**src/hw/rtc_params.svh**
```systemverilog
// Register offsets, field layouts, reset values and timing figures
// Assumes: included by bare name from the countdown and calendar modules, checker and testbench
`ifndef RTC_PARAMS_SVH
`define RTC_PARAMS_SVH

// ==========================================================
// Register offsets (byte addresses, 8-bit address)
`define OFS_CTRL      8'h00
`define OFS_CAL       8'h04
`define OFS_PER_SEL   8'h08
`define OFS_ALM_MASK  8'h0C
`define OFS_CD        8'h10
`define OFS_STATUS    8'h14
`define OFS_MASK      8'h18
`define OFS_WAKE      8'h1C
// Time fields at 0x20 + 4*index, alarm fields at 0x40 + 4*index
`define BANK_TIME     3'h1
`define BANK_ALARM    3'h2

// ==========================================================
// Field positions
`define CTRL_RUN_BIT  0
`define CAL_DIR_BIT   17
`define ST_CD_BIT     0
`define ST_PER_BIT    1
`define ST_ALM_BIT    2

// ==========================================================
// Calendar limits and reset values
`define SEC_MAX       12'h03B
`define MIN_MAX       12'h03B
`define HOUR_MAX      12'h017
`define MON_MAX       12'h00C
`define DOW_MAX       12'h006
`define DOY_MAX       12'h16E
`define FLD_ZERO      12'h000
`define FLD_ONE       12'h001
`define CTRL_RST      1'h1
`define CAL_RST       18'h00000
`define CD_RST        16'h0000
`define PER_SEL_RST   8'h00
`define ALM_MASK_RST  8'hFF
`define EN_RST        3'h0
`define STATUS_RST    3'h0

// ==========================================================
// Timing figures
`define CLK_FREQ_HZ   50000000
`define SEC_TICK_HZ   1
`define MS_TICK_HZ    1000

`endif

```
**src/hw/rtc_pkg.sv**
```systemverilog
// Types shared by the timekeeping modules
// Assumes: constants come from rtc_params.svh
package rtc_pkg;

    // ==========================================================
    // Calendar field indices, in carry order
    typedef enum {
        FLD_SEC, FLD_MIN, FLD_HOUR, FLD_DOM,
        FLD_MON, FLD_YEAR, FLD_DOW, FLD_DOY
    } field_e;

    typedef logic [11:0] field_t;

endpackage

```
**src/hw/rtc_tick_div.sv**
```systemverilog
// Divider that turns clk into a one-cycle enable pulse
// Assumes: DIV is at least 2; en low holds the phase at zero
`timescale 1ns/1ps
module rtc_tick_div #(
    parameter int unsigned DIV = 2
) (
    // Clock and reset
    input  wire logic clk,
    input  wire logic rst,
    // Control and pulse
    input  wire logic en,
    output logic      tick
);
    localparam int W = $clog2(DIV);
    localparam logic [W-1:0] LAST = W'(DIV - 1);

    logic [W-1:0] cnt_reg;
    wire          at_last = (cnt_reg == LAST);

    // ==========================================================
    // Phase counter, restarted whenever disabled
    always_ff @(posedge clk or posedge rst) begin
        if (rst) begin
            cnt_reg <= '0;
            tick    <= 1'b0;
        end else begin
            cnt_reg <= (!en || at_last) ? '0 : cnt_reg + 1'b1;
            tick    <= en && at_last;
        end
    end
endmodule

```
**src/hw/rtc_countdown.sv**
```systemverilog
// Sixteen-bit countdown alarm timer on a millisecond enable
// Assumes: load is a one-cycle pulse from the register port
`timescale 1ns/1ps
`include "rtc_params.svh"
module rtc_countdown (
    // Clock and reset
    input  wire logic        clk,
    input  wire logic        rst,
    // Time base and reload
    input  wire logic        ms_tick,
    input  wire logic        load,
    input  wire logic [15:0] preset,
    // State
    output logic      [15:0] count,
    output logic             zero
);
    logic run_reg;
    wire  last = (count == 16'h0001);

    // ==========================================================
    // Reload wins over a tick in the same cycle
    always_ff @(posedge clk or posedge rst) begin
        if (rst) begin
            count   <= `CD_RST;
            run_reg <= 1'b0;
            zero    <= 1'b0;
        end else if (load) begin
            count   <= preset;                // [RULE6]
            run_reg <= (preset != 16'h0000);
            zero    <= 1'b0;
        end else if (ms_tick && run_reg) begin
            count   <= count - 16'h0001;      // [RULE7]
            run_reg <= !last;                 // Holds at zero [RULE11]
            zero    <= last;                  // [RULE8]
        end else begin
            zero    <= 1'b0;
        end
    end
endmodule

```
**src/hw/rtc_calendar.sv**
```systemverilog
// Calendar clock with calibration, periodic and date alarms,
// plus the countdown alarm timer, behind a simple register port
// Assumes: single 50 MHz clock stands in for the low-speed
// oscillator; bus master obeys one-cycle strobes
`timescale 1ns/1ps
`include "rtc_params.svh"

// Notes on behaviour
// RULE1: Divide clock down to one-second advance tick
// RULE2: Eight calendar counters carrying into each other
// RULE3: Calibration periodically adds or drops one second
// RULE4: Periodic interrupt on increment of selected field
// RULE5: Alarm interrupt when programmed date/time matches
// RULE6: Countdown is 16-bit, loaded from software preset
// RULE7: Countdown decrements on each millisecond tick
// RULE8: Countdown reaching zero sets readable status flag
// RULE9: Countdown interrupt only when its enable set
// RULE10: Calendar and countdown events drive wake output
// RULE11: Flag sticks until cleared; counter holds zero
module rtc_calendar
    import rtc_pkg::*;
#(
    parameter int unsigned SEC_CYCLES = `CLK_FREQ_HZ / `SEC_TICK_HZ,
    parameter int unsigned MS_CYCLES  = `CLK_FREQ_HZ / `MS_TICK_HZ
) (
    // Clock and reset
    input  wire logic        clk,
    input  wire logic        rst,
    // Register port
    input  wire logic [7:0]  addr,
    input  wire logic [31:0] wdata,
    input  wire logic        wr,
    input  wire logic        rd,
    output logic      [31:0] rdata,
    // Events
    output logic             irq,
    output logic             wake
);

    // ==========================================================
    // State
    field_t      time_reg  [8];
    field_t      alarm_reg [8];
    field_t      time_next [8];
    logic        run_reg;
    logic [17:0] cal_reg;
    logic [16:0] cal_cnt_reg;
    logic        extra_reg;
    logic        adv_d_reg;
    logic [7:0]  per_sel_reg;
    logic [7:0]  alm_mask_reg;
    logic [2:0]  status_reg;
    logic [2:0]  status_next;
    logic [2:0]  mask_reg;
    logic [2:0]  wake_en_reg;
    logic [15:0] cd_preset_reg;
    logic [31:0] rdata_next;

    // ==========================================================
    // Address decode
    // Misaligned addresses match nothing, so writes there are dropped
    wire [2:0] bank     = addr[7:5];
    wire [2:0] fidx     = addr[4:2];
    wire       is_ctl   = (bank == 3'h0) && (addr[1:0] == 2'b00);
    wire       is_time  = (bank == `BANK_TIME) && (addr[1:0] == 2'b00);
    wire       is_alarm = (bank == `BANK_ALARM) && (addr[1:0] == 2'b00);
    wire       wr_ctrl  = wr && is_ctl && (addr == `OFS_CTRL);
    wire       wr_cal   = wr && is_ctl && (addr == `OFS_CAL);
    wire       wr_per   = wr && is_ctl && (addr == `OFS_PER_SEL);
    wire       wr_amsk  = wr && is_ctl && (addr == `OFS_ALM_MASK);
    wire       wr_cd    = wr && is_ctl && (addr == `OFS_CD);
    wire       wr_stat  = wr && is_ctl && (addr == `OFS_STATUS);
    wire       wr_mask  = wr && is_ctl && (addr == `OFS_MASK);
    wire       wr_wake  = wr && is_ctl && (addr == `OFS_WAKE);
    wire       wr_time  = wr && is_time;
    wire       wr_alarm = wr && is_alarm;

    // ==========================================================
    // Time bases
    // Stopping the calendar clears the divider phase, so a restart
    // waits a full second before the first advance
    logic        sec_tick;
    logic        ms_tick;
    logic [15:0] cd_count;
    logic        cd_zero;

    // One-second tick pauses while the clock is stopped [RULE1]
    rtc_tick_div #(.DIV(SEC_CYCLES)) u_sec_div (
        .clk  (clk),
        .rst  (rst),
        .en   (run_reg),
        .tick (sec_tick)
    );

    // Millisecond time base runs free for the countdown [RULE7]
    rtc_tick_div #(.DIV(MS_CYCLES)) u_ms_div (
        .clk  (clk),
        .rst  (rst),
        .en   (1'b1),
        .tick (ms_tick)
    );

    // Countdown timer, reloaded by a write of its preset [RULE6]
    rtc_countdown u_cd (
        .clk     (clk),
        .rst     (rst),
        .ms_tick (ms_tick),
        .load    (wr_cd),
        .preset  (wdata[15:0]),
        .count   (cd_count),
        .zero    (cd_zero)
    );

    // ==========================================================
    // Calibration: a hit every period seconds; direction picks
    // an extra advance or a dropped one
    wire [16:0] cal_period = cal_reg[16:0];
    wire        cal_remove = cal_reg[`CAL_DIR_BIT];
    wire        cal_hit    = sec_tick && (cal_period != 17'h00000)
                             && (cal_cnt_reg == cal_period - 17'h00001);
    wire        cal_drop   = cal_hit && cal_remove;            // [RULE3]
    wire        sec_adv    = (sec_tick && !cal_drop) || extra_reg;

    // ==========================================================
    // Day limit for the current month, leap every fourth year
    // Century years get no correction; a known limitation
    function automatic field_t days_in(input field_t mon, input field_t yr);
        field_t d;
        unique case (mon[3:0])
            4'h2:                      d = (yr[1:0] == 2'b00) ? 12'h01D : 12'h01C;
            4'h4, 4'h6, 4'h9, 4'hB:    d = 12'h01E;
            default:                   d = 12'h01F;
        endcase
        return d;
    endfunction

    // Value a field returns to after wrapping, and its reset value
    function automatic field_t low_of(input int i);
        return (i == FLD_DOM || i == FLD_MON || i == FLD_DOY) ? `FLD_ONE : `FLD_ZERO;
    endfunction

    // ==========================================================
    // Carry chain between fields [RULE2]
    // Weekday and day of year follow the day-of-month increment
    wire field_t day_max = days_in(time_reg[FLD_MON], time_reg[FLD_YEAR]);
    wire field_t doy_max = (time_reg[FLD_YEAR][1:0] == 2'b00) ? `DOY_MAX
                                                               : `DOY_MAX - `FLD_ONE;
    wire [7:0] top;
    wire [7:0] inc;
    assign top[FLD_SEC]  = (time_reg[FLD_SEC]  == `SEC_MAX);
    assign top[FLD_MIN]  = (time_reg[FLD_MIN]  == `MIN_MAX);
    assign top[FLD_HOUR] = (time_reg[FLD_HOUR] == `HOUR_MAX);
    assign top[FLD_DOM]  = (time_reg[FLD_DOM]  >= day_max);
    assign top[FLD_MON]  = (time_reg[FLD_MON]  >= `MON_MAX);
    assign top[FLD_YEAR] = (time_reg[FLD_YEAR] == 12'hFFF);
    assign top[FLD_DOW]  = (time_reg[FLD_DOW]  >= `DOW_MAX);
    assign top[FLD_DOY]  = inc[FLD_YEAR] || (time_reg[FLD_DOY] >= doy_max);
    assign inc[FLD_SEC]  = sec_adv;
    assign inc[FLD_MIN]  = inc[FLD_SEC]  && top[FLD_SEC];
    assign inc[FLD_HOUR] = inc[FLD_MIN]  && top[FLD_MIN];
    assign inc[FLD_DOM]  = inc[FLD_HOUR] && top[FLD_HOUR];
    assign inc[FLD_MON]  = inc[FLD_DOM]  && top[FLD_DOM];
    assign inc[FLD_YEAR] = inc[FLD_MON]  && top[FLD_MON];
    assign inc[FLD_DOW]  = inc[FLD_DOM];
    assign inc[FLD_DOY]  = inc[FLD_DOM];

    // Next field values; a software write beats the advance
    always_comb begin
        for (int i = 0; i < 8; i++) begin
            if (wr_time && (fidx == 3'(i))) begin
                time_next[i] = wdata[11:0];
            end else if (inc[i]) begin
                time_next[i] = top[i] ? low_of(i) : time_reg[i] + `FLD_ONE;
            end else begin
                time_next[i] = time_reg[i];
            end
        end
    end

    // ==========================================================
    // Alarm compare over unmasked fields [RULE5]
    // Judged a cycle after the advance, once the new time has settled
    logic [7:0] alm_eq;
    always_comb begin
        for (int i = 0; i < 8; i++) begin
            alm_eq[i] = (time_reg[i] == alarm_reg[i]) || alm_mask_reg[i];
        end
    end
    wire alarm_hit = adv_d_reg && (&alm_eq);

    // Periodic event on any selected field increment [RULE4]
    wire per_hit = |(inc & per_sel_reg);

    // ==========================================================
    // Sticky status; a set in the clearing cycle survives
    wire [2:0] st_set = {alarm_hit, per_hit, cd_zero};
    wire [2:0] st_clr = wr_stat ? wdata[2:0] : 3'h0;
    assign status_next = (status_reg & ~st_clr) | st_set;      // [RULE11]

    // Countdown flag always lands; its line needs the mask bit [RULE9]
    // Both lines are levels; software clears the cause, not the line
    assign irq  = |(status_reg & mask_reg);
    assign wake = |(status_reg & wake_en_reg);                 // [RULE10]

    // ==========================================================
    // Calendar and alarm field registers
    // Day, month and day of year start at one, the rest at zero
    always_ff @(posedge clk or posedge rst) begin
        if (rst) begin
            time_reg[FLD_SEC]  <= `FLD_ZERO;
            time_reg[FLD_MIN]  <= `FLD_ZERO;
            time_reg[FLD_HOUR] <= `FLD_ZERO;
            time_reg[FLD_DOM]  <= `FLD_ONE;
            time_reg[FLD_MON]  <= `FLD_ONE;
            time_reg[FLD_YEAR] <= `FLD_ZERO;
            time_reg[FLD_DOW]  <= `FLD_ZERO;
            time_reg[FLD_DOY]  <= `FLD_ONE;
            for (int i = 0; i < 8; i++) begin
                alarm_reg[i] <= `FLD_ZERO;
            end
        end else begin
            for (int i = 0; i < 8; i++) begin
                time_reg[i] <= time_next[i];
                if (wr_alarm && (fidx == 3'(i))) begin
                    alarm_reg[i] <= wdata[11:0];
                end
            end
        end
    end

    // Calibration counter restarts on a new setting [RULE3]
    // An added second lands one cycle after the hit, never on it
    always_ff @(posedge clk or posedge rst) begin
        if (rst) begin
            cal_cnt_reg <= 17'h00000;
            extra_reg   <= 1'b0;
            adv_d_reg   <= 1'b0;
        end else begin
            if (wr_cal || cal_hit) begin
                cal_cnt_reg <= 17'h00000;
            end else if (sec_tick) begin
                cal_cnt_reg <= cal_cnt_reg + 17'h00001;
            end
            extra_reg <= cal_hit && !cal_remove;
            adv_d_reg <= sec_adv;
        end
    end

    // Control and status registers
    // Status always updates; the enables only gate the outputs
    always_ff @(posedge clk or posedge rst) begin
        if (rst) begin
            run_reg       <= `CTRL_RST;
            cal_reg       <= `CAL_RST;
            per_sel_reg   <= `PER_SEL_RST;
            alm_mask_reg  <= `ALM_MASK_RST;
            mask_reg      <= `EN_RST;
            wake_en_reg   <= `EN_RST;
            cd_preset_reg <= `CD_RST;
            status_reg    <= `STATUS_RST;
        end else begin
            if (wr_ctrl) run_reg       <= wdata[`CTRL_RUN_BIT];
            if (wr_cal)  cal_reg       <= wdata[17:0];
            if (wr_per)  per_sel_reg   <= wdata[7:0];
            if (wr_amsk) alm_mask_reg  <= wdata[7:0];
            if (wr_mask) mask_reg      <= wdata[2:0];
            if (wr_wake) wake_en_reg   <= wdata[2:0];
            if (wr_cd)   cd_preset_reg <= wdata[15:0];
            status_reg <= status_next;
        end
    end

    // ==========================================================
    // Read selection; unmapped addresses read as zero
    always_comb begin
        rdata_next = 32'h0000_0000;
        if (is_time) begin
            rdata_next = {20'h00000, time_reg[fidx]};
        end else if (is_alarm) begin
            rdata_next = {20'h00000, alarm_reg[fidx]};
        end else if (is_ctl) begin
            unique case (addr)
                `OFS_CTRL:     rdata_next = {31'h0, run_reg};
                `OFS_CAL:      rdata_next = {14'h0, cal_reg};
                `OFS_PER_SEL:  rdata_next = {24'h0, per_sel_reg};
                `OFS_ALM_MASK: rdata_next = {24'h0, alm_mask_reg};
                `OFS_CD:       rdata_next = {cd_preset_reg, cd_count};
                `OFS_STATUS:   rdata_next = {29'h0, status_reg};
                `OFS_MASK:     rdata_next = {29'h0, mask_reg};
                `OFS_WAKE:     rdata_next = {29'h0, wake_en_reg};
                default:       rdata_next = 32'h0000_0000;
            endcase
        end
    end

    // Read data stands only in the cycle after the strobe
    // Zero outside the answer cycle so a stale word never lingers
    always_ff @(posedge clk or posedge rst) begin
        if (rst) begin
            rdata <= 32'h0000_0000;
        end else begin
            rdata <= rd ? rdata_next : 32'h0000_0000;
        end
    end

endmodule

```
**config.mk**
```make
export PLATFORM = sky130hd
export DESIGN_NAME = rtc_calendar
export DESIGN_NICKNAME = d
export VERILOG_FILES = /design/src/hw/rtc_pkg.sv /design/src/hw/rtc_tick_div.sv /design/src/hw/rtc_countdown.sv /design/src/hw/rtc_calendar.sv
export VERILOG_INCLUDE_DIRS = /design/src /design/src/hw
export SDC_FILE = /design/constraint.sdc
export NUM_CORES = 1
export LEC_CHECK = 0
export ABC_AREA = 1
export BUFFER_PORTS_ARGS = -buffer_cell sky130_fd_sc_hd__buf_2
export CORE_MARGIN = 3
export CORE_UTILIZATION = 40
export CTS_BUF_LIST = sky130_fd_sc_hd__clkbuf_4
export DETAILED_ROUTE_END_ITERATION = 10
export GPL_ROUTABILITY_DRIVEN = 0
export GPL_TIMING_DRIVEN = 0
export SLEW_MARGIN = 25
export SYNTH_ARGS = -nofsm -noshare
export SYNTH_HDL_FRONTEND = slang
export SYNTH_HIERARCHICAL = 1
export SYNTH_SLANG_ARGS = --single-unit
```
**constraint.sdc**
```tcl
create_clock -name clk -period 31.4 [get_ports clk]
set_input_delay 6.28 -clock clk [delete_from_list [all_inputs] [get_ports clk]]
set_output_delay 6.28 -clock clk [all_outputs]
set_load 0.02 [all_outputs]
```
Word level (Yosys, flattened, before mapping)
Index checks and enable logic that the tools add are counted.
{"block": "op_classes", "n_eq_ne": 37, "addsub": 13, "reduce_logical": 81, "n_bitwise": 7, "n_lt_le_gt_ge": 5, "mux": 49}
{"op": "$mux W12", "n": 28}
{"op": "$pmux W32 S8", "n": 1}
{"op": "$mux W32", "n": 4}
{"op": "$add A12 B1 Y12 const B", "n": 8}
{"op": "$eq A12 B12 Y1", "n": 8}
{"op": "$bmux W12 S3", "n": 2}
{"op": "$mux W16", "n": 3}
{"op": "$logic_and A1 B1 Y1", "n": 43}
{"op": "$mux W17", "n": 2}
{"op": "$eq A8 B5 Y1 const B", "n": 4}
{"op": "$add A26 B1 Y26 const B", "n": 1}
{"op": "$eq A26 B26 Y1 const B", "n": 1}
{"op": "$mux W26", "n": 1}
{"op": "$eq A12 B6 Y1 const B", "n": 2}
{"op": "$reduce_bool A2 Y1", "n": 10}
{"op": "$add A17 B1 Y17 const B", "n": 1}
{"op": "$eq A17 B17 Y1", "n": 1}
{"op": "$reduce_bool A17 Y1", "n": 1}
{"op": "$sub A17 B1 Y17 const B", "n": 1}
{"op": "$add A16 B1 Y16 const B", "n": 1}
{"op": "$eq A16 B1 Y1 const B", "n": 1}
{"op": "$eq A16 B16 Y1 const B", "n": 1}
{"op": "$eq A8 B4 Y1 const B", "n": 2}
{"op": "$reduce_bool A16 Y1", "n": 1}
{"op": "other kinds (33)", "n": 64}
{"block": "totals", "wordCells": 227, "inputBits": 44, "out_inout_bits": 34, "reg_bits": 365}

Longest topological paths before layout
{"block": "depth", "depth_word": 16, "mapped_depth": 21, "mapped_depth_nobuf": 20}

Cells and area by module
The synthesis kept the hierarchy.
{"module": "rtc_calendar", "instances": 1, "area_per_inst_um2": 17161.5, "seq_area_each_um2": 7597.3, "cells_each": 2137}
{"module": "rtc_tick_div at u_sec_div", "instances": 1, "area_per_inst_um2": 1625.3, "seq_area_each_um2": 675.6, "cells_each": 232}
{"module": "rtc_countdown", "instances": 1, "area_per_inst_um2": 1296.2, "seq_area_each_um2": 450.4, "cells_each": 199}
{"module": "rtc_tick_div at u_ms_div", "instances": 1, "area_per_inst_um2": 919.6, "seq_area_each_um2": 425.4, "cells_each": 120}

Worst setup path before layout
Ideal clock, no wire load.
{"block": "synth_path", "path_kind": "input to register", "startpoint": "in addr[6]", "endpoint": "reg u_cd.count[3]", "t_arrival_ns": 8.198, "setup_slack_ns": 23.077, "n_path_buf": 1, "setup_ns": 0.125, "required_time_ns": 31.275, "path_stages": 16, "cell_sequence": "nor2_1 > inv_1 > nor2_1 > inv_1 > nor2_1 > clkinv_1 > nor2_1 > nand2_1 > clkbuf_1 > inv_1 > inv_2 > nand2_2 > inv_2 > nand2_1 > nand2_1 > o21bai_1"}
{"block": "synth_via", "elab_chain_len": 5, "word_cells_on_any_way": 7, "classes_between": "1 x eq/ne; 1 x mux; 5 x reduce/logical"}
{"item": "start, declared", "line_no": "rtc_calendar.sv:30", "source": "input wire logic [7:0] addr,"}
{"item": "$logic_not A3 Y1", "line_no": "rtc_calendar.sv:64", "source": "wire is_ctl = (bank == 3'h0) && (addr[1:0] == 2'b00);"}
{"item": "$logic_and A1 B1 Y1", "line_no": "rtc_calendar.sv:64"}
{"item": "$logic_and A1 B1 Y1", "line_no": "rtc_calendar.sv:71", "source": "wire wr_cd = wr && is_ctl && (addr == `OFS_CD);"}
{"item": "$logic_and A1 B1 Y1 *", "line_no": "rtc_calendar.sv:71"}
{"item": "via wr_cd", "line_no": "rtc_calendar.sv:71"}
{"item": "$mux W16 / $reduce_bool A2 Y1 (equally long branches)"}
{"item": "end signal, assigned", "line_no": "rtc_countdown.sv:24", "source": "count <= `CD_RST;"}
{"item": "end signal, assigned", "line_no": "rtc_countdown.sv:28", "source": "count <= preset;"}
{"item": "end signal, assigned", "line_no": "rtc_countdown.sv:32", "source": "count <= count - 16'h0001;"}
{"item": "end, declared", "line_no": "rtc_countdown.sv:14", "source": "output logic [15:0] count,"}
Mark *: on every way through the listed nets, which the timed path passes. The rest lies on a longest branch.
A chain may end at the register's enable or synchronous reset.

Worst setup path after layout
{"block": "layout_path", "startpoint": "in addr[6]", "endpoint": "reg u_cd.count[9]"}
Same word-level chain as after synthesis.

==> run metrics <==
wire per inst=21.57 microns; chip width=235.1 microns; Tot GR Track Use=around 28%; # IOs=78; Die H=between 200 and 250 microns; Fill cells=between 5000 and 6000; P&R area growth vs syn=12.46%; Nets=2929; most instantiated cells after synthesis=nand2_1 (573), dfrtp_1 (353), inv_1 (292), nor2_1 (271), o21ai_0 (228); CTS tree=built; DIE AREA=roughly 55000 sq um; Gate Count Post-Synth=between 2000 and 3000; Cell variety after synth=between 60 and 70; vias per std cell=about 5.7; YS warnings=6; FFs w/ async S/R, synth=100.0%; Port Buffers=63; top_reg_cell synth=dfrtp_1; Pleak=~11 nW; Max Slew Vio Count=0; cts repair resizes=0; max-cap violation count=0; clk_lat worst skew=around 0.90 ns; number of global-route vias before repair=19640; DRT Pass-1 Iters=6; Synth area leaders=dfrtp_1 (42%), nand2_1 (10%), o21ai_0 (5.4%), inv_1 (5.2%), nor2_1 (4.8%); setup TNS=0 ns; reg-to-reg slack, setup=between 20 and 30 ns; CTS root buffer=clkbuf_4; Peak VDD IR=between 0.02 and 0.03 mV; Setup crit end kind=flop; core box area=about 52000 sq um; cell row count=83; clock tree buffer depth=3; initial antenna violation count=3; Hold Buf Count CTS=0; Placed Cells=around 3400; Synth Register Bits=about 370; crit start category=input port; crit path max-delay cell type=nor2_1; WL final=approximately 78000 microns; Post-synth EDFFs=0; RSZ-0062 raised after global routing=no; delay-heaviest family, CP=simple AND/OR/NAND/NOR gates; DRT antenna net count=0; cell count of the worst reg-to-reg path=13; first-pass GRT wire length=between 100000 and 150000 microns; CP startpoint=addr[6]; final hold vios=0; DR iter-0 viols=between 2000 and 3000; power density cells=46.56 nW/um^2; Max Used Layer=met5; Most common cell on crit path=nor2_1; H-tree Lvls=3; Cell Count, Final, Fillers Out=3622; CP Buf/Inv Count=7; WL met3=around 8500 microns; status=finished, final reports clean; Reg clk slew, reported paths=about 0.060 ns; largest net degree at the start of global routing=95; Slew HR=about a quarter; Hold Path Class=reg -> reg; Post-Syn Area per Cell=roughly 7.8 sq um; clock skew=around 0.086 ns; worst-margin pin slew=roughly 1.1 ns; Worst EP required=between 30 and 40 ns; CTS Sinks=approximately 370; WL met2=roughly 33000 microns; dpl hpwl=around 58000 microns; crit path max fanout=10; critical path depth=15; sequential element share of the synthesized area=43.56%; cell area after synthesis=21000 sq um; leading area contributor after synthesis=dfrtp_1; starting density of the core=40.69%; Setup Buffers After CTS=0; most numerous cell in the Yosys netlist=nand2_1; Worst EP arrival=roughly 9.6 ns; final setup violation count=0; via count=20690; Overflow after GRT=0; # DRC=0; total CTS buffers=~100; Reg-to-Reg End=time_reg[44]$_DFFE_PP0P_; min Tclk post-route=8.806 ns; max incr delay on CP=roughly 0.65 ns; Fmax=between 100 and 150 MHz; Final Cycle Share=28.05%; Synth top area share=42.06%; fraction of layout cells with a size suffix above 1=between 10% and 20%; Critical Path End=u_cd/count[9]$_DFFE_PP0P_; WL met1=31340 microns; reg2reg start=time_reg[36]$_DFFE_PP1P_; Setup CP Type=in -> reg; cell breakdown of the critical path=buf_2 -> nor2_1 -> inv_1 -> nor2_1 -> inv_1 -> nor2_1 -> clkinv_1 -> nor2_1 -> nand2_1 -> clkbuf_1 -> inv_1 -> buf_1 -> nand2_1 -> nand2_1 -> o21bai_1
-- layout by cell type, fill, tap and decap left out, types with 56 or more instances in the layout --
cell,count
buf_2,73
clkbuf_1,79
clkbuf_4,156
dfrtp_1,353
inv_1,290
nand2_1,573
nand3_1,134
nand4_1,60
nor2_1,271
nor3_1,56
o21ai_0,228
o22ai_1,105
xnor2_1,87
xor2_1,70
-- stage by stage --
step / utilization [%] / worst slack [ns] / power [mW] / cell area, sq um / hold WS, ns
after floorplan: - / 16.77 / 0.5918 / 21010 / 0.4093
after global placement: 42.96 / 13.01 / 0.6395 / 22170 / 0.4309
after detailed placement: 43.15 / 21.77 / 0.6431 / 22270 / 0.4460
after global routing: 45.76 / 22.48 / 1.146 / 23620 / 0.4670
final: 45.76 / 22.59 / 1.100 / 23620 / 0.4478
after CTS: 45.75 / 22.74 / 1.103 / 23620 / 0.4536
-- layer usage --
layer  vias up  global-route usage (%)
met3       261                   7.673
met2      1167                   40.90
met5         -                       0
met1      9880                   36.34
met4         2                   15.97
li1       9384                       -
-- tightest hold or removal path: cells and delay by family (launching register included) --
family / cells / cell delay, ns
DFF: 1 / 0.33
and+or+nand+nor: 1 / 0.05
buffers and inverters: 1 / 0.04
-- cells by family after synthesis --
group / after synthesis / share of synthesized area [%]
adders and majority gates: 24 / 1.430
muxes: 1 / 0.05361
buffers and inverters: 417 / 7.888
xor gates and xnor gates: 157 / 6.547
and+or+nand+nor: 1194 / 25.24
other: 1 / 0.01785
AOI/OAI and AO/OA: 529 / 15.27
DFF: 365 / 43.56
-- worst min-delay path by stage --
stage,startpoint,to,slack (ns),cells after the start
after floorplan,u_cd/zero$_DFF_PP0_,status_reg[0]$_DFF_PP0_,0.41,2
after global placement,u_cd/zero$_DFF_PP0_,status_reg[0]$_DFF_PP0_,0.43,2
after detailed placement,u_cd/zero$_DFF_PP0_,status_reg[0]$_DFF_PP0_,0.45,2
after CTS,u_cd/zero$_DFF_PP0_,status_reg[0]$_DFF_PP0_,0.45,2
after global routing,u_cd/zero$_DFF_PP0_,status_reg[0]$_DFF_PP0_,0.47,2
final,u_cd/zero$_DFF_PP0_,status_reg[0]$_DFF_PP0_,0.45,2
-- power by group --
part	total [mW]	leakage (nW)	switching [mW]	internal (mW)
Sequential	0.512	4.90	0.0246	0.487
Combinational	0.128	4.86	0.0880	0.0399
Clock	0.460	0.805	0.218	0.242
Total	1.10	10.6	0.331	0.769
-- cell type report --
class / count / area (sq um) / share of cell area (%)
clock buffer: 156 / 1171 / 4.958
clock inverter: 30 / 173.9 / 0.7363
inverter: 314 / 1189 / 5.033
multi-input combinational: 1907 / 10210 / 43.22
buffer: 103 / 478.0 / 2.024
timing repair buffer: 66 / 397.9 / 1.685
sequential: 365 / 9149 / 38.73
antenna: 1 / 2.502 / 0.01059
tap: 680 / 850.8 / 3.602
No activity file was read; power rests on OpenSTA's default activity.
